### config.mk
export PLATFORM = sky130hd
export DESIGN_NAME = ssrc_routing
export DESIGN_NICKNAME = d
export VERILOG_FILES = /design/src/ssrc_pkg.sv /design/src/ssrc_routing.sv
export SDC_FILE = /design/constraint.sdc
export NUM_CORES = 1
export LEC_CHECK = 0
export ABC_AREA = 1
export CAP_MARGIN = 40
export CORE_AREA = 2 2 151 153
export CTS_BUF_LIST = sky130_fd_sc_hd__clkbuf_4
export CTS_CLUSTER_DIAMETER = 50
export DETAILED_ROUTE_END_ITERATION = 6
export DIE_AREA = 0 0 153 155
export DONT_BUFFER_PORTS = 1
export SKIP_CTS_REPAIR_TIMING = 1
export SLEW_MARGIN = 20
export SYNTH_ARGS = -nofsm -noshare
export SYNTH_HDL_FRONTEND = slang
export SYNTH_SLANG_ARGS = --single-unit
### constraint.sdc
create_clock -name clk -period 8.15 [get_ports clk]
set_input_delay 1.63 -clock clk [delete_from_list [all_inputs] [get_ports clk]]
set_output_delay 1.63 -clock clk [all_outputs]
set_load 0.05 [all_outputs]
### src/ssrc_pkg.sv
// constants shared by the servo signal routing configuration block
`default_nettype none
package ssrc_pkg;
   // register indices; the bus carries byte addresses, so byte address = 4 * index
   localparam logic [7:0] IDX_CONTROL_SWITCH  = 8'h45;
   localparam logic [7:0] IDX_REFERENCE_DIR   = 8'h48;
   localparam logic [7:0] IDX_FEEDBACK_SEL    = 8'h49;
   localparam logic [7:0] IDX_POS_CMD_SEL     = 8'h4a;
   localparam logic [7:0] IDX_SPD_CMD_SEL     = 8'h4b;
   localparam logic [7:0] IDX_SPEED_LIMIT     = 8'h58;
   localparam logic [7:0] IDX_STATUS          = 8'h60;
   localparam logic [9:0] ADDR_CONTROL_SWITCH = {IDX_CONTROL_SWITCH, 2'b00};
   localparam logic [9:0] ADDR_REFERENCE_DIR  = {IDX_REFERENCE_DIR, 2'b00};
   localparam logic [9:0] ADDR_FEEDBACK_SEL   = {IDX_FEEDBACK_SEL, 2'b00};
   localparam logic [9:0] ADDR_POS_CMD_SEL    = {IDX_POS_CMD_SEL, 2'b00};
   localparam logic [9:0] ADDR_SPD_CMD_SEL    = {IDX_SPD_CMD_SEL, 2'b00};
   localparam logic [9:0] ADDR_SPEED_LIMIT    = {IDX_SPEED_LIMIT, 2'b00};
   localparam logic [9:0] ADDR_STATUS         = {IDX_STATUS, 2'b00};
   // control switch fields
   localparam int         CS_POL_LSB          = 8;
   localparam int         CS_PASS_ALL_BIT     = 13;
   localparam int         CS_PASS_INDEX_BIT   = 14;
   localparam int         CS_REVERSE_BIT      = 15;
   localparam int         NUM_OUTPUTS         = 5;
   // reset values
   localparam logic [15:0] CONTROL_SWITCH_RST = 16'h0000;
   localparam logic [7:0]  REFERENCE_DIR_RST  = 8'h00;
   localparam logic [7:0]  FEEDBACK_SEL_RST   = 8'h00;
   localparam logic [7:0]  POS_CMD_SEL_RST    = 8'h00;
   localparam logic [7:0]  SPD_CMD_SEL_RST    = 8'h00;
   localparam logic [15:0] SPEED_LIMIT_RST    = 16'hffff;
   // selector encodings
   localparam logic [7:0] SEL_MOTOR_ENC       = 8'h00;
   localparam logic [7:0] SEL_EXT_ENC         = 8'h01;
   localparam logic [7:0] SEL_LINK            = 8'h00;
   localparam logic [7:0] SEL_PULSE           = 8'h01;
   localparam logic [7:0] SEL_ANALOG          = 8'h01;
   localparam logic [7:0] SEL_ANALOG_LIMIT    = 8'h02;
   localparam logic [7:0] SEL_ANALOG_REV      = 8'h81;
   localparam int         SPD_REV_BIT         = 7;
endpackage : ssrc_pkg
`default_nettype wire

### src/ssrc_routing.sv
// servo signal routing configuration: parameter registers, output polarity, pulse routing, command selection
// Summary of operation
// RULE1: control bits 8..12 set polarity of digital outputs 1..5; one inverts.
// RULE2: bit 13 passes received encoder A, B and index straight to the pulse outputs.
// RULE3: bit 14 passes only the received encoder index to the index output.
// RULE4: pass-through acts only with the reduced-wiring incremental encoder attached.
// RULE5: bit 15 reverses direction sense of generated A/B/index outputs.
// RULE6: reversal is ignored while bit 13 or bit 14 is set.
// RULE7: reference direction zero means counter-clockwise positive, one means clockwise.
// RULE8: feedback select 0x00 picks motor encoder, 0x01 external encoder.
// RULE9: external feedback gives position only; speed always comes from the motor encoder.
// RULE10: position command from link at 0x00, from pulse input at 0x01.
// RULE11: speed command from link at 0x00, from analog input at 0x01.
// RULE12: speed select bit 7 set (0x81) reverses analog speed polarity.
// RULE13: speed select 0x02 uses analog as limit; command comes from link.
// RULE14: analog limit mode applies the smaller of limit parameter and analog limit.
// RULE15: control switch resets to all zeros.
// RULE16: selector writes outside the documented set are dropped, old value kept.
//
// Chosen here: register access over Wishbone.
`default_nettype none
module ssrc_routing (
   input  wire  logic        clk,
   input  wire  logic        sys_rst,
   // classic wishbone slave
   input  wire  logic        wb_cyc_i,
   input  wire  logic        wb_stb_i,
   input  wire  logic        wb_we_i,
   input  wire  logic [9:0]  wb_adr_i,
   input  wire  logic [3:0]  wb_sel_i,
   input  wire  logic [31:0] wb_dat_i,
   output logic       [31:0] wb_dat_o,
   output logic              wb_ack_o,
   output logic              wb_err_o,
   // encoder side (asynchronous pins)
   input  wire  logic        encType,
   input  wire  logic        encPhaseA,
   input  wire  logic        encPhaseB,
   input  wire  logic        encIndex,
   // generated pulses from the internal divider (same clock)
   input  wire  logic        genPhaseA,
   input  wire  logic        genPhaseB,
   input  wire  logic        genIndex,
   output logic              quadrature_phase_a,
   output logic              quadrature_phase_b,
   output logic              indexOut,
   // digital outputs
   input  wire  logic [4:0]  outLevel,
   output logic              digital_output_1,
   output logic              digital_output_2,
   output logic              digital_output_3,
   output logic              digital_output_4,
   output logic              digital_output_5,
   // position and speed sources (same clock)
   input  wire  logic [31:0] motorEncPos,
   input  wire  logic [31:0] extEncPos,
   input  wire  logic [15:0] motorEncSpeed,
   input  wire  logic [31:0] linkPosCmd,
   input  wire  logic [31:0] pulsePosCmd,
   input  wire  logic [15:0] linkSpeedCmd,
   input  wire  logic [15:0] analogSpeed,
   output logic              directionClockwise,
   output logic       [31:0] feedbackPos,
   output logic       [15:0] feedbackSpeed,
   output logic       [31:0] positionCmd,
   output logic       [15:0] speedCmd,
   output logic       [15:0] speedLimit
);
   ////////////////////////////////////////////////////////////////////////////
   logic [15:0] controlSwitch_reg;
   logic [7:0]  referenceDir_reg;
   logic [7:0]  feedbackSel_reg;
   logic [7:0]  posCmdSel_reg;
   logic [7:0]  spdCmdSel_reg;
   logic [15:0] speedLimit_reg;
   logic        rejected_reg;
   logic [3:0]  encSync1_reg;
   logic [3:0]  encSync2_reg;
   logic        busReq;
   logic        wrEn;
   logic        mapped;
   logic [7:0]  wrByte0;
   logic [15:0] wrHalf;
   logic [31:0] rdData;

   assign busReq = wb_cyc_i && wb_stb_i && !wb_ack_o && !wb_err_o;
   assign wrEn   = busReq && wb_we_i;
   // take byte lane 0 of the write data, zero when lane 0 is not selected
   assign wrByte0 = wb_sel_i[0] ? wb_dat_i[7:0] : 8'h00;

   always_comb begin
      mapped = 1'b1;
      rdData = 32'h0000_0000;
      wrHalf = controlSwitch_reg;
      case (wb_adr_i)
         ssrc_pkg::ADDR_CONTROL_SWITCH: begin
            rdData = {16'h0000, controlSwitch_reg};
            wrHalf = {wb_sel_i[1] ? wb_dat_i[15:8] : controlSwitch_reg[15:8],
                      wb_sel_i[0] ? wb_dat_i[7:0] : controlSwitch_reg[7:0]};
         end
         ssrc_pkg::ADDR_REFERENCE_DIR:  rdData = {24'h000000, referenceDir_reg};
         ssrc_pkg::ADDR_FEEDBACK_SEL:   rdData = {24'h000000, feedbackSel_reg};
         ssrc_pkg::ADDR_POS_CMD_SEL:    rdData = {24'h000000, posCmdSel_reg};
         ssrc_pkg::ADDR_SPD_CMD_SEL:    rdData = {24'h000000, spdCmdSel_reg};
         ssrc_pkg::ADDR_SPEED_LIMIT: begin
            rdData = {16'h0000, speedLimit_reg};
            wrHalf = {wb_sel_i[1] ? wb_dat_i[15:8] : speedLimit_reg[15:8],
                      wb_sel_i[0] ? wb_dat_i[7:0] : speedLimit_reg[7:0]};
         end
         ssrc_pkg::ADDR_STATUS:         rdData = {28'h0000000, rejected_reg, encSync2_reg[3], 1'b0, 1'b0};
         default:                       mapped = 1'b0;
      endcase
   end

   ////////////////////////////////////////////////////////////////////////////
   // bus answer: one wait-free cycle, ack or err the edge after the request
   always_ff @(posedge clk) begin
      if (sys_rst) begin
         wb_ack_o <= 1'b0;
         wb_err_o <= 1'b0;
         wb_dat_o <= 32'h0000_0000;
      end else begin
         wb_ack_o <= busReq && mapped;
         wb_err_o <= busReq && !mapped;
         wb_dat_o <= (busReq && !wb_we_i && mapped) ? rdData : 32'h0000_0000;
      end
   end

   always_ff @(posedge clk) begin
      if (sys_rst) begin
         controlSwitch_reg <= ssrc_pkg::CONTROL_SWITCH_RST; // RULE15
         speedLimit_reg    <= ssrc_pkg::SPEED_LIMIT_RST;
      end else if (wrEn && wb_adr_i == ssrc_pkg::ADDR_CONTROL_SWITCH) begin
         controlSwitch_reg <= wrHalf;
      end else if (wrEn && wb_adr_i == ssrc_pkg::ADDR_SPEED_LIMIT) begin
         speedLimit_reg    <= wrHalf;
      end
   end

   // selectors take a write only if the whole low byte is written with a legal value
   logic selWrite;
   logic legalVal;
   assign selWrite = wrEn && wb_sel_i[0];

   always_comb begin
      case (wb_adr_i)
         ssrc_pkg::ADDR_REFERENCE_DIR: legalVal = wrByte0 <= 8'h01;
         ssrc_pkg::ADDR_FEEDBACK_SEL:  legalVal = wrByte0 == ssrc_pkg::SEL_MOTOR_ENC
                                               || wrByte0 == ssrc_pkg::SEL_EXT_ENC;
         ssrc_pkg::ADDR_POS_CMD_SEL:   legalVal = wrByte0 == ssrc_pkg::SEL_LINK
                                               || wrByte0 == ssrc_pkg::SEL_PULSE;
         ssrc_pkg::ADDR_SPD_CMD_SEL:   legalVal = wrByte0 <= ssrc_pkg::SEL_ANALOG_LIMIT
                                               || wrByte0 == ssrc_pkg::SEL_ANALOG_REV;
         default:                      legalVal = 1'b0;
      endcase
   end

   logic isSelAddr;
   assign isSelAddr = wb_adr_i == ssrc_pkg::ADDR_REFERENCE_DIR || wb_adr_i == ssrc_pkg::ADDR_FEEDBACK_SEL
                   || wb_adr_i == ssrc_pkg::ADDR_POS_CMD_SEL || wb_adr_i == ssrc_pkg::ADDR_SPD_CMD_SEL;

   always_ff @(posedge clk) begin
      if (sys_rst) begin
         referenceDir_reg <= ssrc_pkg::REFERENCE_DIR_RST;
         feedbackSel_reg  <= ssrc_pkg::FEEDBACK_SEL_RST;
         posCmdSel_reg    <= ssrc_pkg::POS_CMD_SEL_RST;
         spdCmdSel_reg    <= ssrc_pkg::SPD_CMD_SEL_RST;
      end else if (selWrite && legalVal) begin
         case (wb_adr_i)
            ssrc_pkg::ADDR_REFERENCE_DIR: referenceDir_reg <= wrByte0;
            ssrc_pkg::ADDR_FEEDBACK_SEL:  feedbackSel_reg  <= wrByte0;
            ssrc_pkg::ADDR_POS_CMD_SEL:   posCmdSel_reg    <= wrByte0;
            ssrc_pkg::ADDR_SPD_CMD_SEL:   spdCmdSel_reg    <= wrByte0;
            default: ;
         endcase
      end
   end

   // sticky flag of the last refused selector write, cleared by writing a one to bit 3 of the status word
   always_ff @(posedge clk) begin
      if (sys_rst) begin
         rejected_reg <= 1'b0;
      end else if (wrEn && isSelAddr && !(wb_sel_i[0] && legalVal)) begin
         rejected_reg <= 1'b1; // RULE16
      end else if (wrEn && wb_adr_i == ssrc_pkg::ADDR_STATUS && wb_sel_i[0] && wb_dat_i[3]) begin
         rejected_reg <= 1'b0;
      end
   end

   ////////////////////////////////////////////////////////////////////////////
   // encoder pins and type strap are asynchronous: two flops before use
   always_ff @(posedge clk) begin
      if (sys_rst) begin
         encSync1_reg <= 4'h0;
         encSync2_reg <= 4'h0;
      end else begin
         encSync1_reg <= {encType, encIndex, encPhaseB, encPhaseA};
         encSync2_reg <= encSync1_reg;
      end
   end

   logic passAll;
   logic passIndex;
   logic reverseDir;
   assign passAll    = controlSwitch_reg[ssrc_pkg::CS_PASS_ALL_BIT] && encSync2_reg[3];          // RULE2 RULE4
   assign passIndex  = controlSwitch_reg[ssrc_pkg::CS_PASS_INDEX_BIT] && encSync2_reg[3];        // RULE3 RULE4
   // reversal swaps phases; blocked by either pass bit even when the encoder type disables them
   assign reverseDir = controlSwitch_reg[ssrc_pkg::CS_REVERSE_BIT]
                    && !controlSwitch_reg[ssrc_pkg::CS_PASS_ALL_BIT]
                    && !controlSwitch_reg[ssrc_pkg::CS_PASS_INDEX_BIT];                          // RULE5 RULE6

   always_ff @(posedge clk) begin
      if (sys_rst) begin
         quadrature_phase_a <= 1'b0;
         quadrature_phase_b <= 1'b0;
         indexOut           <= 1'b0;
      end else begin
         if (passAll) begin
            quadrature_phase_a <= encSync2_reg[0]; // RULE2
            quadrature_phase_b <= encSync2_reg[1];
         end else begin
            quadrature_phase_a <= reverseDir ? genPhaseB : genPhaseA; // RULE5
            quadrature_phase_b <= reverseDir ? genPhaseA : genPhaseB;
         end
         indexOut <= (passAll || passIndex) ? encSync2_reg[2] : genIndex; // RULE3
      end
   end

   ////////////////////////////////////////////////////////////////////////////
   logic [4:0] outDrive_reg;
   genvar gi;
   generate
      for (gi = 0; gi < ssrc_pkg::NUM_OUTPUTS; gi++) begin : g_pol
         always_ff @(posedge clk) begin
            if (sys_rst) begin
               outDrive_reg[gi] <= 1'b0;
            end else begin
               outDrive_reg[gi] <= outLevel[gi] ^ controlSwitch_reg[ssrc_pkg::CS_POL_LSB + gi]; // RULE1
            end
         end
      end
   endgenerate
   assign digital_output_1 = outDrive_reg[0];
   assign digital_output_2 = outDrive_reg[1];
   assign digital_output_3 = outDrive_reg[2];
   assign digital_output_4 = outDrive_reg[3];
   assign digital_output_5 = outDrive_reg[4];

   ////////////////////////////////////////////////////////////////////////////
   logic [15:0] analogSigned;
   logic [15:0] analogMag;
   assign analogSigned = spdCmdSel_reg[ssrc_pkg::SPD_REV_BIT] ? 16'(-analogSpeed) : analogSpeed; // RULE12
   // limit uses magnitude of analog input since it bounds both directions
   assign analogMag    = analogSpeed[15] ? 16'(-analogSpeed) : analogSpeed;

   always_ff @(posedge clk) begin
      if (sys_rst) begin
         directionClockwise <= 1'b0;
         feedbackPos        <= 32'h0000_0000;
         feedbackSpeed      <= 16'h0000;
         positionCmd        <= 32'h0000_0000;
         speedCmd           <= 16'h0000;
         speedLimit         <= 16'h0000;
      end else begin
         directionClockwise <= referenceDir_reg[0]; // RULE7
         feedbackPos   <= (feedbackSel_reg == ssrc_pkg::SEL_EXT_ENC) ? extEncPos : motorEncPos; // RULE8 RULE9
         feedbackSpeed <= motorEncSpeed; // RULE9
         positionCmd   <= (posCmdSel_reg == ssrc_pkg::SEL_PULSE) ? pulsePosCmd : linkPosCmd; // RULE10
         speedCmd      <= (spdCmdSel_reg == ssrc_pkg::SEL_ANALOG || spdCmdSel_reg == ssrc_pkg::SEL_ANALOG_REV)
                          ? analogSigned : linkSpeedCmd; // RULE11 RULE13
         if (spdCmdSel_reg == ssrc_pkg::SEL_ANALOG_LIMIT && analogMag < speedLimit_reg) begin
            speedLimit <= analogMag; // RULE14
         end else begin
            speedLimit <= speedLimit_reg;
         end
      end
   end

   ////////////////////////////////////////////////////////////////////////////
   AST_POLARITY: assert property (@(posedge clk) disable iff (sys_rst)
      digital_output_5 == ($past(outLevel[4]) ^ $past(controlSwitch_reg[12]))) else $error("output 5 polarity wrong"); // RULE1
   AST_PASS_ALL: assert property (@(posedge clk) disable iff (sys_rst)
      $past(passAll) |-> quadrature_phase_a == $past(encSync2_reg[0])) else $error("pass-through phase a wrong"); // RULE2
   AST_PASS_INDEX: assert property (@(posedge clk) disable iff (sys_rst)
      $past(passIndex) |-> indexOut == $past(encSync2_reg[2])) else $error("index pass wrong"); // RULE3
   AST_TYPE_GATE: assert property (@(posedge clk) disable iff (sys_rst)
      !$past(encSync2_reg[3]) |-> indexOut == $past(genIndex)) else $error("pass active with wrong encoder"); // RULE4
   AST_REVERSE: assert property (@(posedge clk) disable iff (sys_rst)
      $past(reverseDir) |-> quadrature_phase_a == $past(genPhaseB)) else $error("reversal wrong"); // RULE5
   AST_REV_BLOCK: assert property (@(posedge clk) disable iff (sys_rst)
      ($past(controlSwitch_reg[13] || controlSwitch_reg[14]) && !$past(passAll))
      |-> quadrature_phase_a == $past(genPhaseA)) else $error("reversal not blocked"); // RULE6
   AST_FEEDBACK: assert property (@(posedge clk) disable iff (sys_rst)
      $past(feedbackSel_reg) == 8'h01 |-> feedbackPos == $past(extEncPos) && feedbackSpeed == $past(motorEncSpeed))
      else $error("feedback source wrong"); // RULE9
   AST_LIMIT_MIN: assert property (@(posedge clk) disable iff (sys_rst)
      speedLimit <= $past(speedLimit_reg)) else $error("limit above parameter"); // RULE14
   AST_SEL_KEEP: assert property (@(posedge clk) disable iff (sys_rst)
      (selWrite && wb_adr_i == ssrc_pkg::ADDR_FEEDBACK_SEL && wrByte0 > 8'h01) |=> $stable(feedbackSel_reg))
      else $error("illegal selector accepted"); // RULE16
   AST_ACK_DROP: assert property (@(posedge clk) disable iff (sys_rst)
      wb_ack_o |=> !wb_ack_o) else $error("ack held two cycles");
   COV_PASS_ALL: cover property (@(posedge clk) disable iff (sys_rst) passAll);
   COV_REVERSE: cover property (@(posedge clk) disable iff (sys_rst) reverseDir);
   COV_LIMIT: cover property (@(posedge clk) disable iff (sys_rst) spdCmdSel_reg == 8'h02 && speedLimit < speedLimit_reg);
   COV_REJECT: cover property (@(posedge clk) disable iff (sys_rst) $rose(rejected_reg));
endmodule : ssrc_routing
`default_nettype wire

; After elaboration in Yosys (flattened, before gate mapping)
; Index checks and enable logic that the tools add are counted.
[word_totals]
regBits = 228
out_inout_bits = 155
input_bits = 239
[classes]
magnitude_cmp = 3
n_eq_ne = 14
n_mux = 22
reduce_logical = 47
n_bitwise = 7
add_sub_neg = 1
[op_table]
columns = operator, n
row1 = $pmux 16 s7, 1
row2 = $eq 10x9->1 const B, 7
row3 = $mux 16, 4
row4 = $mux 32, 2
row5 = $mux 8, 5
row6 = $eq 8x1->1 const B, 4
row7 = $pmux 16 s2, 1
row8 = $logic_and 1x1->1, 23
row9 = $eq 8x8->1 const B, 2
row10 = $lt 16x16->1, 1
row11 = $neg 16->16, 1
row12 = $reduce_and 2->1, 5
row13 = $eq 8x2->1 const B, 1
row14 = $le 8x1->1 const B, 1
row15 = $le 8x2->1 const B, 1
row16 = $logic_not 8->1, 1
row17 = $mux 1, 8
row18 = $logic_not 1->1, 7
row19 = $logic_or 1x1->1, 7
row20 = $reduce_or 7->1, 1
row21 = $xor 1x1->1, 5
row22 = $reduce_or 2->1, 2
row23 = $pmux 1 s3, 1
row24 = $not 1->1, 2
row25 = $reduce_bool 2->1, 1

; Longest topological paths before layout
; Gate-level depths: netlist (run 1).
[logic_depth]
word_depth = 9
depth_mapped = 21

; Worst setup path before layout (run 1)
; No wires, ideal clock.
[synth_path]
path_type = in2reg
startpoint = input port analogSpeed[0]
endpoint = register speedLimit[12]
path_stages = 20
path_buffers = 1
setup_time_ns = 0.113
arrival_ns = 3.751
path_slack_ns = 4.286
path_cell_list = inv_1 -> ha_1 -> nand3_1 -> nor2_1 -> nand3_1 -> nand2_1 -> nand3_1 -> nand2_1 -> ha_1 -> nand2_1 -> inv_1 -> nand2_1 -> nand2_1 -> nand2_1 -> nand3_1 -> nor2_2 -> nand2_2 -> buf_2 -> nor2_1 -> nor2_1
[synth_via]
elab_chain_cells = 5
[synth_lines]
columns = item, line_no
row1 = start: declaration, ssrc_routing.sv:61  ; input wire logic [15:0] analogSpeed,
row2 = $neg 16->16, ssrc_routing.sv:254  ; assign analogMag = analogSpeed[15] ? 16'(-analogSpeed) : analogSpeed;
row3 = $mux 16 *, ssrc_routing.sv:254
row4 = $lt 16x16->1, ssrc_routing.sv:271  ; if (spdCmdSel_reg == ssrc_pkg::SEL_ANALOG_LIMIT && analogMag < speedLimit_reg) begin
row5 = $logic_and 1x1->1, ssrc_routing.sv:271
row6 = $mux 16 *, ssrc_routing.sv:271
row7 = end signal: assignment, ssrc_routing.sv:272  ; speedLimit <= analogMag;
row8 = end signal: assignment, ssrc_routing.sv:274  ; speedLimit <= speedLimit_reg;
row9 = end: declaration, ssrc_routing.sv:67  ; output logic [15:0] speedLimit
; Mark *: on every way between the ends. The rest lies on a longest branch, timed or not.
; A chain may end at the register's enable or synchronous reset.

; Worst setup path after layout (run 1)
[layout_path]
startpoint = input port analogSpeed[0]
endpoint = register speedLimit[1]
; Same word-level chain as after synthesis.

==> results of run 1 <==
-- path summary, 6_finish.rpt --
path | start | to | cells after the start
worst min register to register | encSync1_reg[0] | encSync2_reg[0] | 2
worst max register to register | spdCmdSel_reg[7] | speedLimit[1] | 9
worst max-delay path | analogSpeed[0] | speedLimit[1] | 20
worst min-delay path | encSync1_reg[0] | encSync2_reg[0] | 2
-- through the flow --
stage	setup slack (ns)	instance area (µm²)	util [%]	hold WS [ns]
floorplan	4.29	9860	-	0.388
global placement	3.73	9850	44.3	0.396
detailed placement	3.65	9930	44.7	0.398
CTS	4.35	10600	47.8	0.397
global route	3.96	10600	47.8	0.433
finish	4.35	10600	47.8	0.398
-- worst reg2reg max path: stages, from the launching register on --
cell and delay, ns:
dfxtp_1 0.84, inv_2 0.32, nand3_1 0.21, nor2_1 0.06
nand3_1 0.09, nor2_2 0.08, nand2_2 0.36, nand2_1 0.12
nand2_1 0.08, nor2_1 0.06
-- logic make-up (layout without fill, tap and decap cells) --
logic type | Yosys count | in the layout | share of synthesized area, %
fa+ha+maj | 17 | 17 | 2.17
flops | 212 | 212 | 43.3
compound gates | 254 | 254 | 13.8
xor+xnor | 10 | 10 | 0.894
other cells | 1 | 17 | 0.0383
buf+inv | 270 | 305 | 11.5
simple gates | 638 | 638 | 28.4
-- cells in the mapped netlist (all sizes together) (12+ instances only) --
cell type	n	area share (%)
a21oi	134	7.3
clkbuf	32	1.2
inv	195	7.5
nand4	27	1.7
o21ai	105	5.4
nand2	286	11
dfxtp	212	43
nor2	209	8.8
ha	17	2.2
nand3	96	5.0
buf	43	2.8
nor3	12	0.83
-- layer usage --
layer | GRT usage, % | part of all wire (%)
met5 | 0 | 0
met4 | 9.22 | 3.1
met3 | 5.74 | 7.3
met2 | 38.5 | 48
met1 | 28.0 | 42
-- layout make-up --
| type | count | area, µm² | area share (%) |
|---|---|---|---|
| well taps | 285 | 357 | 3.36 |
| repair buffers | 8 | 103 | 0.966 |
| multi-input cells | 935 | 4500 | 42.3 |
| flip-flops and latches | 212 | 4240 | 39.9 |
| diodes | 1 | 2.50 | 0.0235 |
| inverters | 195 | 733 | 6.90 |
| clock inverters | 31 | 158 | 1.48 |
| clock buffers | 71 | 533 | 5.02 |
-- report_power, final --
part | total [mW] | switching [mW] | internal, mW
clock network | 0.892 | 0.446 | 0.446
registers | 1.20 | 0.130 | 1.07
logic | 0.116 | 0.0816 | 0.0348
==> metrics.md, run 1 <==
| Metric | Value |
|---|---|
| Worst skew pair latency | `between 0.6 and 0.7 ns` |
| Register bit total from synthesis | `between 200 and 250` |
| Clock buffer depth | `3` |
| Worst slew margin | `roughly 47%` |
| Crit path buffers/inverters | `2` |
| WP data required | `between 8 and 9 ns` |
| Register area share after synthesis | `43.3%` |
| CP Max Fanout | `26` |
| P_leak | `~5.1 nW` |
| Fin crit period | `3.80 ns` |
| Power, Total | `approximately 2.2 mW` |
| CTS root buf | `clkbuf_4` |
| Die width | `153 µm` |
| Highest clock rate | `between 200 and 300 MHz` |
| Clk sink count | `about 210` |
| Gr usage total | `22.8%` |
| H-tree Lvls | `2` |
| DR iter-0 viols | `between 500 and 600` |
| Initial Utilization | `44.1%` |
| Most common cell after layout, fill and taps aside | `nand2_1` |
| Cell family contributing the most delay on the critical path | `simple AND/OR/NAND/NOR gates` |
| First-pass GRT wire length | `43500 µm` |
| Largest net degree at the start of global routing | `84` |
| CTS clock-pin slew for the worst setup and hold paths | `approximately 0.06 ns` |
| Vias post-DR | `8967` |
| TritonCTS clock tree | `yes` |
| Routed wire per std cell | `16.5 µm` |
| Data arrival, critical path | `about 4.4 ns` |
| GP Congestion | `0.862` |
| Area growth syn-to-layout | `8.43%` |
| Crit path capture type | `register` |
| Via-to-Cell Ratio | `approximately 5.2` |
| Syn Inst Count | `approximately 1400` |
| PD cells | `208 nW/µm²` |
| Setup violations, final | `0` |
| Die ar. | `around 24000 µm²` |
| Initial antenna violation count | `1` |
| Max cap viols | `0` |
| Top Ports | `between 300 and 400` |
| Fin crit share | `a little under half` |
| Worst path most repeated cell | `nand2_1` |
| Commonest cells after routing, fill and taps aside | `278 x nand2_1, 212 x dfxtp_1, 195 x nor2_1, 183 x inv_1, 122 x a21oi_1` |
| Clk_skew | `0.0381 ns` |
| R2R setup slack | `roughly 6 ns` |
| Synth Cell Area | `approximately 9800 µm²` |
| Total Wirelength | `about 29000 µm` |
| Remaining DRCs | `0` |
| Worst path cell trace | `inv_1 -> ha_1 -> nand3_1 -> nor2_1 -> nand3_1 -> nand2_1 -> nand3_1 -> nand2_1 -> ha_1 -> nand2_1 -> inv_1 -> nand2_1 -> nand2_1 -> nand2_1 -> nand3_1 -> nor2_2 -> nand2_2 -> nand2_1 -> nand2_1 -> nor2_1` |
| Slowest cell on crit path | `nand2_2` |
| Critical setup path kind | `in2reg` |
| Fillers | `around 2300` |
| Row cnt | `55` |
| Yosys Warn Count | `0` |
| Tightest Pin Transition | `roughly 0.8 ns` |
| Critical path launch point type | `input port` |
| Unique masters post-synth | `36` |
| Port Buf Inserts | `0` |
| Fin. max-slew vios | `0` |
| Synth Flop Type | `dfxtp_1` |
| Syn avg cell area | `approximately 7 µm²` |
| Die Height | `approximately 160 µm` |
| Final Hold Fails | `0` |
| DP Cell Count | `around 1600` |
| VDD IR max | `around 0.00012 V` |
| Fin cells | `roughly 1700` |
| Crit-path max cell delay | `between 0.3 and 0.4 ns` |
| HPWL Detailed | `slightly above 20000 µm` |
| Final setup TNS | `0 ns` |
| Asr flop ratio synth | `0%` |
| Vias in the first global route | `~8400` |
| RSZ-0062 raised after global routing | `false` |
| Share of layout cells above drive strength 1 | `under 10%` |
| Detail Route Antenna Nets | `0` |
| First-pass iteration count of the detailed router | `5` |
| Total grt overflow | `0` |
| Number of synthesized flops with an enable pin | `0` |
| HP Class | `reg2reg` |
| CORE AREA | `22200 µm²` |
| Status | `completed` |
| Cts bufs inserted | `between 50 and 60` |
| NumNets Final | `roughly 1700` |
Power figures use the tool's default switching activity.
==> run 2: changes to the inputs <==
==> constraint.sdc (replaced) <==
create_clock -name clk -period 3.8 [get_ports clk]
set_input_delay 0.76 -clock clk [delete_from_list [all_inputs] [get_ports clk]]
set_output_delay 0.76 -clock clk [all_outputs]
set_load 0.05 [all_outputs]
==> run 2 against run 1 <==
Clock skew increased by 0.010 ns. Worst hold slack worse by 0.23 ns. Highest routed layer unchanged. First-iteration DRC count down 12%. Sequential share of layout area shrank 0.11 points. Largest power group unchanged. Critical endpoint is now speedLimit[6]. Cell area up 0.28%. Sequential power up 110%. Clock power grew 120%. Via count decreased by 1.4%. Critical path depth did not move.
==> metrics.md, run 2 (same netlist as run 1, synthesis figures left out) <==
| Metric | Value |
|---|---|
| Status | `completed` |
| Total grt overflow | `0 (unchanged)` |
| Vias post-DR | `8842 (-1.4%)` |
| Setup violations, final | `0 (unchanged)` |
| CP Max Fanout | `26 (unchanged)` |
| Cell family contributing the most delay on the critical path | `simple AND/OR/NAND/NOR gates` |
| DR iter-0 viols | `517 (-12%)` |
| Top Ports | `394 (unchanged)` |
| Fin. max-slew vios | `0 (unchanged)` |
| Routed wire per std cell | `16.2 µm (-1.8%)` |
| CTS clock-pin slew for the worst setup and hold paths | `0.07 ns (about the same)` |
| Clk_skew | `0.0484 ns (+0.0103 ns)` |
| P_leak | `5.11 nW (+0.29%)` |
| Crit-path max cell delay | `0.34 ns (about the same)` |
| Detail Route Antenna Nets | `0 (unchanged)` |
| Crit path buffers/inverters | `2 (unchanged)` |
| Share of layout cells above drive strength 1 | `10.1% (+0.39 points)` |
| Power, Total | `4.82 mW (+120%)` |
| Sw Ratio | `28.7% (-1.1 points)` |
| CORE AREA | `22200 µm² (unchanged)` |
| Multi-input gate area | `4490 µm² (-0.14%)` |
| Total Wirelength | `28200 µm (-1.6%)` |
| Remaining DRCs | `0 (unchanged)` |
| Fillers | `2357 (+3.3%)` |
| Tightest Pin Transition | `0.782 ns (-0.0182 ns)` |
| TritonCTS clock tree | `yes` |
| Comb power frac | `5.2% (about the same)` |
| Highest clock rate | `361 MHz` |
| Gr usage total | `22.8% (-0.062 points)` |
| Seq pwr share | `53.4% (-1.0 points)` |
| Largest net degree at the start of global routing | `82 (-2.4%)` |
| Max cap viols | `0 (unchanged)` |
| HPWL Detailed | `20500 µm (-0.95%)` |
| Final setup TNS | `0 ns (unchanged)` |
| Vias in the first global route | `8266 (-1.6%)` |
| NumNets Final | `1668 (+0.24%)` |
| Die Height | `155 µm (unchanged)` |
| RSZ-0062 raised after global routing | `false` |
| Worst slew margin | `47.8% (+1.2 points)` |
| Final Hold Fails | `0 (unchanged)` |
| Commonest cells after routing, fill and taps aside | `278 x nand2_1, 212 x dfxtp_1, 195 x nor2_1, 183 x inv_1, 122 x a21oi_1` |
| Internal power | `3.44 mW (+120%)` |
| First-pass GRT wire length | `43400 µm (-0.43%)` |
| WP data required | `4.39 ns (-4.35 ns)` |
| Cts bufs inserted | `56 (unchanged)` |
| Clock power share | `41.4% (+1.0 points)` |
| VDD IR max | `0.000263 V (+120%)` |
| HP Class | `in2reg` |
| Worst skew pair latency | `0.67 ns (about the same)` |
| Slowest cell on crit path | `nand2_2` |
| Area growth syn-to-layout | `8.73%` |
| CTS root buf | `clkbuf_4` |
| WHS | `0.167 ns (-0.232 ns)` |
| Fin crit period | `2.77 ns` |
| Crit path capture type | `register` |
| GP Congestion | `0.862 (about the same)` |
| First-pass iteration count of the detailed router | `5 (unchanged)` |
| Worst path most repeated cell | `nand2_1` |
| Initial antenna violation count | `1 (unchanged)` |
| Data arrival, critical path | `3.36 ns (-1.03 ns)` |
| Clk sink count | `212 (unchanged)` |
| Via-to-Cell Ratio | `5.08 (-1.6%)` |
| H-tree Lvls | `2 (unchanged)` |
| Most common cell after layout, fill and taps aside | `nand2_1` |
| Worst path cell trace | `inv_1 -> ha_1 -> nand3_1 -> nor2_1 -> nand3_1 -> nand2_1 -> nand3_1 -> nand2_1 -> ha_1 -> nand2_1 -> inv_1 -> nand2_1 -> nand2_1 -> nand2_1 -> nand3_1 -> nor2_2 -> nand2_2 -> nand2_1 -> nand2_1 -> nor2_1` |
| Critical path launch point type | `input port` |
| Initial Utilization | `44.1% (unchanged)` |
| Clock buffer depth | `3 (unchanged)` |
| Die ar. | `23700 µm² (unchanged)` |
| FF/Latch Area | `4240 µm² (unchanged)` |
| Fin crit share | `between 70 and 80%` |
| Die width | `153 µm (unchanged)` |
| PD cells | `452 nW/µm² (+120%)` |
| Port Buf Inserts | `0 (unchanged)` |
| Switch Pwr | `1.38 mW (+110%)` |
| Critical setup path kind | `in2reg` |
| Row cnt | `55 (unchanged)` |
run 2: cell count changes in the layout (fill, tap and decap cells not counted), sizes merged:
cell | previous run | this run
buf | 8 | 12
bufinv | 1 | 2
clkbuf | 71 | 76
clkinv | 31 | 22
clkinvlp | 0 | 1
inv | 194 | 195
run 2: area by class of cell:
cell class / count / share of cell area [%]
clock buffer: 76 / 5.35
sequential: 212 / 39.8
inverter: 195 / 6.88
multi-input combinational: 935 / 42.1
antenna: 1 / 0.0235
timing repair buffer: 12 / 0.986
clock inverter: 25 / 1.44
tap: 285 / 3.35
run 2: path summary, 6_finish.rpt:
kind	start	to	slack, ns	cells after the start
max	analogSpeed[1]	speedLimit[6]	1.03	20
min reg2reg	encSync1_reg[0]	encSync2_reg[0]	0.39	2
max reg2reg	spdCmdSel_reg[7]	speedLimit[6]	1.50	9
min	sys_rst	encSync2_reg[0]	0.17	1
run 2: layer usage:
layer	share of wire, %	GRT usage [%]	wire length [µm]	up-vias
met5	0	0	0	-
li1	-	-	-	4478
met4	2.7	7.94	751	0
met1	42	28.2	11900	3973
met2	48	38.6	13700	337
met3	6.7	5.74	1900	54
run 2: per-stage QoR:
stage	setup slack, ns	util, %	cells	cell area (µm²)
CTS	1.11	47.9	1739	10600
finish	1.03	47.9	1741	10700
detailed placement	0.400	44.6	1638	9910
global route	0.764	47.9	1741	10700
global placement	0.448	44.5	1637	9900
floorplan	0.806	-	1417	9860
run 2: power by group through the flow:
| stage | logic (mW) | registers (mW) | clock network (mW) |
|---|---|---|---|
| after floorplan | 0.233 | 2.61 | 0 |
| after global placement | 0.245 | 2.63 | 0 |
| after detailed placement | 0.250 | 2.62 | 0 |
| after CTS | 0.250 | 2.58 | 2.06 |
| after global routing | 0.287 | 2.58 | 2.18 |
| final | 0.250 | 2.57 | 1.99 |
